[src/svd_pkg.sv]
// package: register map, field layout and constants of the supply detector
package svd_pkg;
	localparam logic [1:0] ADDR_CLK = 2'h0;
	localparam logic [1:0] ADDR_CTL = 2'h1;
	localparam logic [1:0] ADDR_FLG = 2'h2;
	localparam logic [1:0] ADDR_IEN = 2'h3;
	// clock control fields
	localparam int DEBUG_RUN_BIT = 8;
	localparam int DIV_LSB = 4;
	localparam int SRC_LSB = 0;
	localparam logic DEBUG_RUN_RST = 1'h1;
	localparam logic [2:0] DIV_RST = 3'h0;
	localparam logic [1:0] SRC_RST = 2'h0;
	localparam logic [1:0] SRC_INTERNAL_OSCILLATOR = 2'h0;
	localparam logic [1:0] SRC_LOW = 2'h1;
	localparam logic [1:0] SRC_HIGH = 2'h2;
	localparam logic [1:0] SRC_EXT = 2'h3;
	localparam logic [2:0] DIV_MAX = 3'h5;
	// control fields
	localparam int SUP_BIT = 15;
	localparam int SC_LSB = 13;
	localparam int THR_LSB = 8;
	localparam int KEY_LSB = 4;
	localparam int CYC_LSB = 1;
	localparam int EN_BIT = 0;
	localparam logic [4:0] THR_RST = 5'h1e;
	localparam logic [3:0] KEY_RESET = 4'ha;
	localparam logic [1:0] CYC_CONT = 2'h0;
	// status fields
	localparam int RES_BIT = 8;
	localparam int FLAG_BIT = 0;
	localparam int IE_BIT = 0;
	localparam logic [15:0] ZERO16 = 16'h0000;
	// detector timing
	localparam logic [9:0] PER_128 = 10'h07f;
	localparam logic [9:0] PER_256 = 10'h0ff;
	localparam logic [9:0] PER_512 = 10'h1ff;
	localparam logic [6:0] DIVCNT_MAX = 7'h7f;
	localparam logic [3:0] CNT_ONE = 4'h1;
	localparam logic [2:0] RST_HOLD = 3'h3;
	typedef enum logic [2:0]
	{
		ST_IDLE = 3'b001,
		ST_RUN = 3'b010,
		ST_STOP = 3'b100
	} svd_state_t;
endpackage : svd_pkg

[src/svd_ctrl.sv]
// supply voltage detector digital control
//
// The implementer's own choices: the register addresses and strobed register access.
`timescale 1ns/1ps
module svd_ctrl
(
	input wire logic clk,
	input wire logic srst,
	input wire logic ce,
	input wire logic [1:0] addr,
	input wire logic [15:0] wdata,
	input wire logic wr,
	input wire logic rd,
	output logic [15:0] rdata,
	input wire logic internal_oscillator,
	input wire logic low_speed_oscillator,
	input wire logic high_speed_oscillator,
	input wire logic external_clock_input,
	input wire logic debug_mode,
	input wire logic comparator_low,
	output logic supply_select,
	output logic [4:0] threshold_level,
	output logic detector_power,
	output logic irq,
	output logic svd_reset
);
	// control registers
	logic debug_run_r, debug_run_nxt;
	logic [2:0] clock_divider_r, clock_divider_nxt;
	logic [1:0] clock_source_select_r, clock_source_select_nxt;
	logic supply_select_r, supply_select_nxt;
	logic [1:0] successive_count_r, successive_count_nxt;
	logic [4:0] threshold_level_r, threshold_level_nxt;
	logic [3:0] reset_enable_key_r, reset_enable_key_nxt;
	logic [1:0] detection_cycle_r, detection_cycle_nxt;
	logic detector_enable_r, detector_enable_nxt;
	logic low_voltage_flag_r, low_voltage_flag_nxt;
	logic low_voltage_irq_enable_r, low_voltage_irq_enable_nxt;
	logic [15:0] rdata_r, rdata_nxt;
	// detector engine
	svd_pkg::svd_state_t state_r, state_nxt;
	logic sync1_r, sync2_r, src_d_r;
	logic [6:0] divcnt_r, divcnt_nxt;
	logic [9:0] intv_r, intv_nxt;
	logic [3:0] lowcnt_r, lowcnt_nxt;
	logic result_r, result_nxt;
	logic power_r, power_nxt;
	logic irq_r, irq_nxt;
	logic rst_r, rst_nxt;
	logic [2:0] hold_r, hold_nxt;
	logic reinit;
	logic tick;
	logic trigger;
	logic src_clk;

	function automatic logic [3:0] need_count(input logic [1:0] sc);
		case (sc)
			2'h0: need_count = 4'h1;
			2'h1: need_count = 4'h2;
			2'h2: need_count = 4'h4;
			default: need_count = 4'h8;
		endcase
	endfunction : need_count

	function automatic logic [9:0] period(input logic [1:0] cyc);
		case (cyc)
			2'h1: period = svd_pkg::PER_128;
			2'h2: period = svd_pkg::PER_256;
			default: period = svd_pkg::PER_512;
		endcase
	endfunction : period

	// the source clocks are sampled as plain inputs; edges become ticks
	always_comb
	begin
		case (clock_source_select_r)
			svd_pkg::SRC_INTERNAL_OSCILLATOR: src_clk = internal_oscillator;
			svd_pkg::SRC_LOW: src_clk = low_speed_oscillator;
			svd_pkg::SRC_HIGH: src_clk = high_speed_oscillator;
			default: src_clk = external_clock_input;
		endcase
	end

	// divider: tick on rising source edge once 2^(div+2) edges have passed; low and external sources tick on every edge
	always_comb
	begin
		logic edge_seen;
		logic [6:0] lim;
		edge_seen = src_clk & ~src_d_r;
		lim = 7'((8'h04 << clock_divider_r) - 8'h01);
		if (clock_source_select_r == svd_pkg::SRC_LOW ||
			clock_source_select_r == svd_pkg::SRC_EXT)
		begin
			lim = 7'h00;
		end
		divcnt_nxt = divcnt_r;
		tick = 1'b0;
		if (debug_mode && !debug_run_r)
		begin
			edge_seen = 1'b0;
		end
		if (edge_seen)
		begin
			if (divcnt_r >= lim)
			begin
				divcnt_nxt = 7'h00;
				tick = 1'b1;
			end
			else
			begin
				divcnt_nxt = divcnt_r + 7'h01;
			end
		end
	end

	// register writes and hardware updates
	always_comb
	begin
		logic wclk, wctl, wflg, wien;
		wclk = wr && addr == svd_pkg::ADDR_CLK;
		wctl = wr && addr == svd_pkg::ADDR_CTL;
		wflg = wr && addr == svd_pkg::ADDR_FLG;
		wien = wr && addr == svd_pkg::ADDR_IEN;
		debug_run_nxt = debug_run_r;
		clock_divider_nxt = clock_divider_r;
		clock_source_select_nxt = clock_source_select_r;
		supply_select_nxt = supply_select_r;
		successive_count_nxt = successive_count_r;
		threshold_level_nxt = threshold_level_r;
		reset_enable_key_nxt = reset_enable_key_r;
		detection_cycle_nxt = detection_cycle_r;
		detector_enable_nxt = detector_enable_r;
		low_voltage_flag_nxt = low_voltage_flag_r;
		low_voltage_irq_enable_nxt = low_voltage_irq_enable_r;
		reinit = 1'b0;
		if (wclk)
		begin
			debug_run_nxt = wdata[svd_pkg::DEBUG_RUN_BIT];
			if (wdata[svd_pkg::DIV_LSB +: 3] <= svd_pkg::DIV_MAX)
			begin
				clock_divider_nxt = wdata[svd_pkg::DIV_LSB +: 3];
			end
			clock_source_select_nxt = wdata[svd_pkg::SRC_LSB +: 2];
		end
		if (wctl)
		begin
			supply_select_nxt = wdata[svd_pkg::SUP_BIT];
			if (detection_cycle_r != svd_pkg::CYC_CONT)
			begin
				successive_count_nxt = wdata[svd_pkg::SC_LSB +: 2];
			end
			if (wdata[svd_pkg::THR_LSB +: 5] != 5'h00 &&
				wdata[svd_pkg::THR_LSB +: 5] != 5'h1f)
			begin
				threshold_level_nxt = wdata[svd_pkg::THR_LSB +: 5];
			end
			reset_enable_key_nxt = wdata[svd_pkg::KEY_LSB +: 4];
			detection_cycle_nxt = wdata[svd_pkg::CYC_LSB +: 2];
			if (wdata[svd_pkg::EN_BIT])
			begin
				detector_enable_nxt = 1'b1;
			end
			if (detector_enable_r &&
				(successive_count_nxt != successive_count_r ||
				reset_enable_key_nxt != reset_enable_key_r ||
				detection_cycle_nxt != detection_cycle_r))
			begin
				reinit = 1'b1;
			end
		end
		if (wflg && wdata[svd_pkg::FLAG_BIT])
		begin
			low_voltage_flag_nxt = 1'b0;
			reinit = reinit | detector_enable_r;
		end
		if (wien)
		begin
			low_voltage_irq_enable_nxt = wdata[svd_pkg::IE_BIT];
		end
		// enable clears one cycle after the engine enters its stop state, before the hold count runs out
		if (state_r == svd_pkg::ST_STOP)
		begin
			detector_enable_nxt = 1'b0;
		end
		if (trigger && reset_enable_key_r != svd_pkg::KEY_RESET)
		begin
			low_voltage_flag_nxt = 1'b1;
		end
		if (rst_r)
		begin
			detection_cycle_nxt = svd_pkg::CYC_CONT;
			successive_count_nxt = 2'h0;
			low_voltage_irq_enable_nxt = 1'b0;
			debug_run_nxt = svd_pkg::DEBUG_RUN_RST;
			clock_divider_nxt = svd_pkg::DIV_RST;
			clock_source_select_nxt = svd_pkg::SRC_RST;
		end
	end

	// detector engine
	always_comb
	begin
		logic stop_req;
		logic sampled;
		sampled = 1'b0;
		stop_req = wr && addr == svd_pkg::ADDR_CTL &&
			!wdata[svd_pkg::EN_BIT] && detector_enable_r;
		state_nxt = state_r;
		intv_nxt = intv_r;
		lowcnt_nxt = lowcnt_r;
		result_nxt = result_r;
		power_nxt = power_r;
		hold_nxt = hold_r;
		trigger = 1'b0;
		case (state_r)
			svd_pkg::ST_IDLE:
			begin
				power_nxt = 1'b0;
				if (detector_enable_r)
				begin
					state_nxt = svd_pkg::ST_RUN;
					intv_nxt = 10'h000;
					lowcnt_nxt = 4'h0;
				end
			end
			svd_pkg::ST_RUN:
			begin
				if (stop_req)
				begin
					state_nxt = svd_pkg::ST_STOP;
					hold_nxt = svd_pkg::RST_HOLD;
					power_nxt = 1'b0;
				end
				else if (reinit)
				begin
					intv_nxt = 10'h000;
					lowcnt_nxt = 4'h0;
				end
				else if (detection_cycle_r == svd_pkg::CYC_CONT)
				begin
					power_nxt = 1'b1;
					// comparator plus synchroniser need cycles after power-up
					if (!power_r)
					begin
						hold_nxt = svd_pkg::RST_HOLD;
					end
					else if (hold_r != 3'h0)
					begin
						hold_nxt = hold_r - 3'h1;
					end
					else if (tick)
					begin
						result_nxt = sync2_r;
						trigger = sync2_r;
						sampled = 1'b1;
					end
				end
				else if (tick)
				begin
					// power two slots so the synchronised value has settled
					power_nxt = intv_r <= 10'h001;
					if (intv_r == 10'h002)
					begin
						sampled = 1'b1;
						result_nxt = sync2_r;
						if (!sync2_r)
						begin
							lowcnt_nxt = 4'h0;
						end
						else if (lowcnt_r + svd_pkg::CNT_ONE >=
							need_count(successive_count_r))
						begin
							lowcnt_nxt = 4'h0;
							trigger = 1'b1;
						end
						else
						begin
							lowcnt_nxt = lowcnt_r + svd_pkg::CNT_ONE;
						end
					end
					if (intv_r >= period(detection_cycle_r))
					begin
						intv_nxt = 10'h000;
					end
					else
					begin
						intv_nxt = intv_r + 10'h001;
					end
				end
			end
			svd_pkg::ST_STOP:
			begin
				intv_nxt = 10'h000;
				lowcnt_nxt = 4'h0;
				power_nxt = 1'b0;
				hold_nxt = hold_r - 3'h1;
				if (hold_r == 3'h0)
				begin
					state_nxt = svd_pkg::ST_IDLE;
				end
			end
			default:
			begin
				state_nxt = svd_pkg::ST_IDLE;
			end
		endcase
		// reset stays asserted until a sample of comparator_low reads 0 again
		rst_nxt = rst_r;
		if (trigger && reset_enable_key_r == svd_pkg::KEY_RESET)
		begin
			rst_nxt = 1'b1;
		end
		else if (rst_r && sampled && !sync2_r)
		begin
			rst_nxt = 1'b0;
		end
		// irq suppressed whenever the reset key is armed
		irq_nxt = low_voltage_flag_nxt && low_voltage_irq_enable_nxt &&
			reset_enable_key_nxt != svd_pkg::KEY_RESET;
	end

	always_comb
	begin
		rdata_nxt = svd_pkg::ZERO16;
		if (rd)
		begin
			case (addr)
				svd_pkg::ADDR_CLK:
				begin
					rdata_nxt[svd_pkg::DEBUG_RUN_BIT] = debug_run_r;
					rdata_nxt[svd_pkg::DIV_LSB +: 3] = clock_divider_r;
					rdata_nxt[svd_pkg::SRC_LSB +: 2] = clock_source_select_r;
				end
				svd_pkg::ADDR_CTL:
				begin
					rdata_nxt[svd_pkg::SUP_BIT] = supply_select_r;
					rdata_nxt[svd_pkg::SC_LSB +: 2] = successive_count_r;
					rdata_nxt[svd_pkg::THR_LSB +: 5] = threshold_level_r;
					rdata_nxt[svd_pkg::KEY_LSB +: 4] = reset_enable_key_r;
					rdata_nxt[svd_pkg::CYC_LSB +: 2] = detection_cycle_r;
					rdata_nxt[svd_pkg::EN_BIT] = detector_enable_r;
				end
				svd_pkg::ADDR_FLG:
				begin
					rdata_nxt[svd_pkg::RES_BIT] = result_r;
					rdata_nxt[svd_pkg::FLAG_BIT] = low_voltage_flag_r;
				end
				default:
				begin
					rdata_nxt[svd_pkg::IE_BIT] = low_voltage_irq_enable_r;
				end
			endcase
		end
	end

	always_ff @(posedge clk)
	begin
		if (srst)
		begin
			debug_run_r <= svd_pkg::DEBUG_RUN_RST;
			clock_divider_r <= svd_pkg::DIV_RST;
			clock_source_select_r <= svd_pkg::SRC_RST;
			supply_select_r <= 1'b0;
			successive_count_r <= 2'h0;
			threshold_level_r <= svd_pkg::THR_RST;
			reset_enable_key_r <= 4'h0;
			detection_cycle_r <= svd_pkg::CYC_CONT;
			detector_enable_r <= 1'b0;
			low_voltage_flag_r <= 1'b0;
			low_voltage_irq_enable_r <= 1'b0;
			rdata_r <= svd_pkg::ZERO16;
			state_r <= svd_pkg::ST_IDLE;
			sync1_r <= 1'b0;
			sync2_r <= 1'b0;
			src_d_r <= 1'b0;
			divcnt_r <= 7'h00;
			intv_r <= 10'h000;
			lowcnt_r <= 4'h0;
			result_r <= 1'b0;
			power_r <= 1'b0;
			irq_r <= 1'b0;
			rst_r <= 1'b0;
			hold_r <= 3'h0;
		end
		else if (ce)
		begin
			debug_run_r <= debug_run_nxt;
			clock_divider_r <= clock_divider_nxt;
			clock_source_select_r <= clock_source_select_nxt;
			supply_select_r <= supply_select_nxt;
			successive_count_r <= successive_count_nxt;
			threshold_level_r <= threshold_level_nxt;
			reset_enable_key_r <= reset_enable_key_nxt;
			detection_cycle_r <= detection_cycle_nxt;
			detector_enable_r <= detector_enable_nxt;
			low_voltage_flag_r <= low_voltage_flag_nxt;
			low_voltage_irq_enable_r <= low_voltage_irq_enable_nxt;
			rdata_r <= rdata_nxt;
			state_r <= state_nxt;
			sync1_r <= comparator_low;
			sync2_r <= sync1_r;
			src_d_r <= src_clk;
			divcnt_r <= divcnt_nxt;
			intv_r <= intv_nxt;
			lowcnt_r <= lowcnt_nxt;
			result_r <= result_nxt;
			power_r <= power_nxt;
			irq_r <= irq_nxt;
			rst_r <= rst_nxt;
			hold_r <= hold_nxt;
		end
	end

	assign rdata = rdata_r;
	assign supply_select = supply_select_r;
	assign threshold_level = threshold_level_r;
	assign detector_power = power_r;
	assign irq = irq_r;
	assign svd_reset = rst_r;

	a_reset_no_irq: assert property (@(posedge clk) disable iff (srst)
		svd_reset |-> !irq) else $error("irq with reset");
	a_flag_clear: assert property (@(posedge clk) disable iff (srst)
		ce && wr && addr == svd_pkg::ADDR_FLG && wdata[0] && !trigger
		|=> !low_voltage_flag_r) else $error("flag not cleared");
	a_rst_defaults: assert property (@(posedge clk) disable iff (srst)
		ce && rst_r |=> detection_cycle_r == svd_pkg::CYC_CONT)
		else $error("mode not forced");
	a_irq_gate: assert property (@(posedge clk) disable iff (srst)
		irq |-> low_voltage_irq_enable_r && low_voltage_flag_r)
		else $error("irq ungated");
	a_cont_ignore: assert property (@(posedge clk) disable iff (srst)
		ce && wr && addr == svd_pkg::ADDR_CTL && detection_cycle_r == 2'h0
		&& !rst_r |=> $stable(successive_count_r))
		else $error("count written in continuous");
	a_thr_legal: assert property (@(posedge clk) disable iff (srst)
		threshold_level_r != 5'h00 && threshold_level_r != 5'h1f)
		else $error("bad threshold");
	a_stop_delay: assert property (@(posedge clk) disable iff (srst)
		ce && state_r == svd_pkg::ST_RUN && state_nxt == svd_pkg::ST_STOP
		|=> detector_enable_r) else $error("enable fell early");
	a_sync_pair: assert property (@(posedge clk) disable iff (srst)
		ce |=> sync2_r == $past(sync1_r)) else $error("sync broken");
endmodule : svd_ctrl

[config.mk]
export PLATFORM = sky130hd
export DESIGN_NAME = svd_ctrl
export DESIGN_NICKNAME = d
export VERILOG_FILES = /design/src/svd_pkg.sv /design/src/svd_ctrl.sv
export SDC_FILE = /design/constraint.sdc
export NUM_CORES = 1
export LEC_CHECK = 0
export BUFFER_PORTS_ARGS = -buffer_cell sky130_fd_sc_hd__buf_2
export CORE_ASPECT_RATIO = 0.9
export CORE_MARGIN = 2
export CORE_UTILIZATION = 60
export CTS_CLUSTER_DIAMETER = 200
export DETAILED_ROUTE_END_ITERATION = 7
export PLACE_DENSITY = 0.78
export SYNTH_ARGS = -nofsm -noshare
export SYNTH_HDL_FRONTEND = slang
export SYNTH_SLANG_ARGS = --single-unit
[constraint.sdc]
create_clock -name clk -period 6.7 [get_ports clk]
set_input_delay 0.67 -clock clk [delete_from_list [all_inputs] [get_ports clk]]
set_output_delay 0.67 -clock clk [all_outputs]
set_load 0.1 [all_outputs]
# Word-level counts from Yosys, hierarchy flattened
# Cells that the tools add are included.
[word_totals]
reg_bits = 72
input_bits = 29
word_cells = 243
output_inout_bits = 25
[classes]
magnitude_cmp = 5
n_reduce_logical = 57
n_shift = 1
bitwise = 5
eq_ne = 34
addsub = 5
n_mux = 112
[ops]
columns = ["op", "count"]
rows = [
  ["$mux W10", 11],
  ["$mux W4", 16],
  ["$mux W1", 49],
  ["$mux W3", 12],
  ["$pmux W10 S3", 1],
  ["$pmux W4 S3", 2],
  ["$reduce_bool A2 Y1", 12],
  ["$mux W7", 3],
  ["$pmux W9 S2", 1],
  ["$logic_and A1 B1 Y1", 16],
  ["$mux W2", 8],
  ["$ne A4 B4 Y1 const B", 4],
  ["$ne A3 B3 Y1 const B", 5],
  ["$eq A2 B2 Y1 const B", 6],
  ["$mux W12", 1],
  ["$pmux W3 S2", 2],
  ["$add A10 B1 Y10 const B", 1],
  ["$eq A10 B2 Y1 const B", 1],
  ["$ge A10 B10 Y1", 1],
  ["$le A10 B1 Y1 const B", 1],
  ["$ne A2 B2 Y1 const B", 5],
  ["$reduce_and A2 Y1", 5],
  ["$pmux W1 S3", 3],
  ["$pmux W3 S3", 1],
  ["34 further kinds", 52],
]

# Logic depth before layout (Yosys ltp)
[logic_depth]
word_depth = 27
mapped_depth = 10
mapped_depth_nobuf = 9

# Least setup slack after synthesis
# Ideal clock, no wire load.
[synth_timing]
path_kind = "reg-to-reg"
start = "register lowcnt_r[0]"
end = "register lowcnt_r[2]"
slack_ps = 4341
path_stages_with_launch = 10
path_buffers = 0
required_ps = 6626
arrival_time_ps = 2284
period_less_slack_ps = 2359
cell_sequence = "dfxtp_1 -> ha_1 -> nor2b_1 -> or2_2 -> ha_1 -> a2111oi_0 -> nor3_1 -> a2111oi_2 -> o2111ai_1 -> o21ai_0"
[synth_between]
elab_chain_len = 10
[synth_lines]
columns = ["item", "line", "text"]
rows = [
  ["start, declared", "svd_ctrl.sv:45", "logic [3:0] lowcnt_r, lowcnt_nxt;"],
  ["start signal, assigned", "svd_ctrl.sv:405", "lowcnt_r <= lowcnt_nxt;"],
  ["$add A4 B1 Y4 *", "svd_ctrl.sv:270, svd_ctrl.sv:278", ""],
  ["$ge A4 B4 Y1", "svd_ctrl.sv:270", "else if (lowcnt_r + svd_pkg::CNT_ONE >="],
  ["$mux W4 *", "svd_ctrl.sv:270", ""],
  ["$mux W4 *", "svd_ctrl.sv:266", "if (!sync2_r)"],
  ["$mux W4 *", "svd_ctrl.sv:262", "if (intv_r == 10'h002)"],
  ["$mux W4 *", "svd_ctrl.sv:258", "else if (tick)"],
  ["$mux W4 *", "svd_ctrl.sv:239", "else if (detection_cycle_r == svd_pkg::CYC_CONT)"],
  ["$mux W4 *", "svd_ctrl.sv:234", "else if (reinit)"],
  ["$mux W4 *", "svd_ctrl.sv:228", "if (stop_req)"],
  ["$pmux W4 S3 *", "svd_ctrl.sv:215", "case (state_r)"],
]
# Every way passes the cells marked *; elsewhere a longest branch is shown, timed or not. The select of a mux whose other input is x is not followed.
# A chain may end at the register's enable or synchronous reset.

# Final worst setup path
[layout_timing]
start = "register clock_source_select_r[0]"
end = "register power_r, in the netlist detector_power"
[layout_between]
elab_chain_len = 8
[layout_lines]
columns = ["item", "line", "text"]
rows = [
  ["start, declared", "svd_ctrl.sv:30", "logic [1:0] clock_source_select_r, clock_source_select_nxt;"],
  ["start signal, assigned", "svd_ctrl.sv:362", "clock_source_select_r <= svd_pkg::SRC_RST;"],
  ["start signal, assigned", "svd_ctrl.sv:389", "clock_source_select_r <= clock_source_select_nxt;"],
  ["$eq A2 B1 Y1 / $eq A2 B2 Y1 (equally long branches)", "svd_ctrl.sv:76, svd_ctrl.sv:91, svd_ctrl.sv:92", ""],
  ["$logic_or A1 B1 Y1", "svd_ctrl.sv:91", "if (clock_source_select_r == svd_pkg::SRC_LOW ||"],
  ["$mux W7", "svd_ctrl.sv:91", ""],
  ["$ge A7 B7 Y1", "svd_ctrl.sv:104", "if (divcnt_r >= lim)"],
  ["$mux W1", "svd_ctrl.sv:104", ""],
  ["$mux W1 *", "svd_ctrl.sv:102", "if (edge_seen)"],
  ["$ne A4 B4 Y1 (no line) *", "--", ""],
  ["$reduce_and A4 Y1 (no line) *", "--", ""],
  ["end signal, assigned", "svd_ctrl.sv:407", "power_r <= power_nxt;"],
  ["end, declared", "svd_ctrl.sv:47", "logic power_r, power_nxt;"],
]
# Every way passes the cells marked *; elsewhere a longest branch is shown, timed or not.

==> impl_metrics.json <==
{
  "hpwl_um": 7690,
  "syn_nets": 579,
  "die_w_um": 95.0,
  "via_count": 4140,
  "wl_per_cell_um": 16.5,
  "grt_pass1_vias": 3861,
  "initialDrtViolationCount": 228,
  "r2r_end": "detector_power",
  "synth_edf_count": 0,
  "dieArea_um2": 8160,
  "fin_crit_sh_pct": 42.3,
  "layout_setup_ws_ns": 3.87,
  "fin_setup_tns_ns": 0,
  "r2r_cells": 9,
  "worstPathArrival_ns": 3.11,
  "fill_cells": 576,
  "hold_viol": 0,
  "min_from": "rdata[8]",
  "fmax_mhz": 353,
  "yosysWarnings": 0,
  "power_mw": 0.927,
  "overflow": 0,
  "cts_sinks": 72,
  "cts-hold-fix-buffers": 0,
  "power_density_nw_per_um2": 189,
  "num_rows": 29,
  "drive_gt1_share_pct": 19.3,
  "cts_root_buffer": "clkbuf_8",
  "antenna_found_initial": 0,
  "clockBufferDepth": 2,
  "io_pins": 54,
  "min_to": "rdata[8]",
  "hold_path.class": "reg2reg",
  "final_cell_mix": "dfxtp_1 (72), nor2_1 (66), buf_2 (51)",
  "multi_input_comb_area_um2": 2760,
  "numCtsBuffers": 9,
  "grt_max_degree": 59,
  "min_period_ns": 2.83,
  "cts.clk_slew.worst_paths_ns": 0.08,
  "port_buffers": 51,
  "worst_ep_required_time_ns": 6.98,
  "cts_resized": 0,
  "clock_skew_ns": 0.0114,
  "worstSetupPathType": "reg2reg",
  "grt_pass1_wl_um": 18000,
  "syn_inst": 527,
  "dieHeight_um": 85.9,
  "async_reset_ff_share_pct": 0,
  "syn_avg_cell_area_um2": 8.49,
  "htree_levels": 3,
  "reg2reg_from": "clock_source_select_r[0]",
  "vias_per_cell": 6.29,
  "setup_viol": 0,
  "reg2reg_slack_ns": 3.87,
  "rsz0062_at_grt": "no",
  "antenna_cells": 0,
  "drv_slew": 0,
  "cp_max_fo": 7,
  "worst_hold_path.num_cells": 2,
  "synth_area_leader_cell": "dfxtp_1",
  "worstSkewPairLatency_ns": 0.36,
  "p_leak_nw": 1.86,
  "ys_seq_area_share_pct": 32.2,
  "first_pass_iters": 5,
  "layout_commonest_cell": "dfxtp_1",
  "worstMarginPinSlew_ns": 0.932,
  "area_growth_pct": 9.45,
  "initial_core_util_pct": 62.6,
  "ant_nets": 0,
  "dp_slack_ns": 3.57,
  "drc": 0,
  "yosys.cell_types.count": 88,
  "yosysTopAreaCellShare_pct": 32.2,
  "yosys-top-cells-area": "dfxtp_1 (32%), ha_1 (6.4%), nor2_1 (5.5%), a21oi_1 (4.4%), nand2_1 (3.2%)",
  "status": "completed",
  "routed_wirelength_um": 10800,
  "maxCapViolations": 0,
  "ys_ff_latch": 72,
  "syn_area_um2": 4470,
  "post_cts_buffers": 0,
  "routabilityCongestion": 0.847,
  "cts_tree": "done",
  "synthFlopType": "dfxtp_1",
  "critPathLaunchType": "flop",
  "critPathCaptureType": "flop",
  "core_area_um2": 7150,
  "finalNetCount": 612,
  "track_usage_pct": 27.9,
  "vdd_ir_drop_max_mv": 0.128,
  "slew_headroom_pct": 37.9,
  "ff_latch_area_um2": 1440
}
sequential cells by signal, summed over array words and instances (netlist names), 2 cells and up:
name,flops
clock_divider_r,3
hold_r,3
divcnt_r,7
detection_cycle_r,2
lowcnt_r,4
reset_enable_key_r,4
state_r,3
rdata,15
intv_r,10
threshold_level,5
clock_source_select_r,2
successive_count_r,2
stage by stage:
stage	hold WS, ns	utilization [%]	cells	cell area [um^2]
CTS	0.468	68.5	658	4900
finish	0.469	68.5	658	4900
floorplan	0.439	-	527	4470
global route	0.508	68.5	658	4900
global placement	0.449	65.4	642	4680
detailed placement	0.455	65.4	642	4680
cell type report:
type	instances	area share, %
inverter	23	1.76
clock buffer	9	2.53
clock inverter	7	1.94
tap	93	2.38
multi-input combinational	401	56.4
timing repair buffer	53	5.52
sequential	72	29.4
cells in the mapped netlist (3+ instances only):
| cell type | number |
|---|---|
| nand4_1 | 9 |
| nor3b_1 | 3 |
| ha_1 | 23 |
| a31oi_1 | 4 |
| or3_2 | 4 |
| xnor2_1 | 5 |
| and3_1 | 6 |
| buf_2 | 3 |
| nand3b_1 | 3 |
| or2_2 | 3 |
| a211oi_1 | 6 |
| o21a_1 | 4 |
| nor3_1 | 8 |
| xor2_1 | 11 |
| buf_6 | 4 |
| or4_1 | 4 |
| nor4_1 | 3 |
| nor2b_1 | 5 |
| nand3_1 | 19 |
| a2111o_1 | 3 |
| a21o_1 | 4 |
| clkbuf_1 | 17 |
| nand2_1 | 38 |
| mux2i_1 | 13 |
| inv_1 | 23 |
| a21oi_1 | 39 |
| o21ai_0 | 20 |
| dfxtp_1 | 72 |
| nor2_1 | 66 |
| a222oi_1 | 4 |
| o211ai_1 | 4 |
| and2_1 | 3 |
| nand2b_1 | 6 |
| buf_4 | 3 |
| a221o_1 | 4 |
| o31ai_1 | 3 |
| a22oi_1 | 14 |
power by group:
group          switching (mW)  internal (mW)  leakage (nW)
clock                   0.177          0.210         0.110
sequential            0.00772          0.434         0.582
combinational          0.0677         0.0298          1.16
cell families (layout without fill, tap and decap cells):
| kind of cell | after synthesis | after routing | share of synthesized area (%) |
|---|---|---|---|
| multiplexers | 16 | 16 | 4.17 |
| AO/OA/AOI/OAI | 144 | 144 | 24.2 |
| XOR/XNOR | 16 | 16 | 3.13 |
| adder cells (fa/ha/maj) | 23 | 23 | 6.43 |
| other | 1 | 1 | 0.0838 |
| AND/OR/NAND/NOR | 201 | 201 | 23.7 |
| flip-flops | 72 | 72 | 32.2 |
| buffers and inverters | 54 | 92 | 6.01 |
critical path, stage by stage, from the launching register on:
cell and delay, ns:
dfxtp_1 0.51, inv_1 0.17, o211ai_1 0.13, ha_1 0.27, and2_1 0.19, a221o_1 0.36
a41oi_2 0.39, o21ai_0 0.21, a2111o_1 0.44, o211ai_1 0.09
worst max-delay path by stage:
| stage | from | to | slack (ns) |
|---|---|---|---|
| floorplan | lowcnt_r[0] | lowcnt_r[2] | 4.34 |
| global placement | ce | intv_r[3] | 3.68 |
| detailed placement | ce | intv_r[3] | 3.57 |
| CTS | clock_source_select_r[0] | detector_power | 3.87 |
| global route | detection_cycle_r[1] | intv_r[2] | 3.69 |
| finish | clock_source_select_r[0] | detector_power | 3.87 |
metal layers:
metal / share of wire (%) / GRT usage (%)
met3: 6.3 / 7.91
met2: 46 / 44.6
met5: 0 / 0
met1: 45 / 36.2
met4: 2.0 / 9.75
Power figures use the tool's default switching activity.
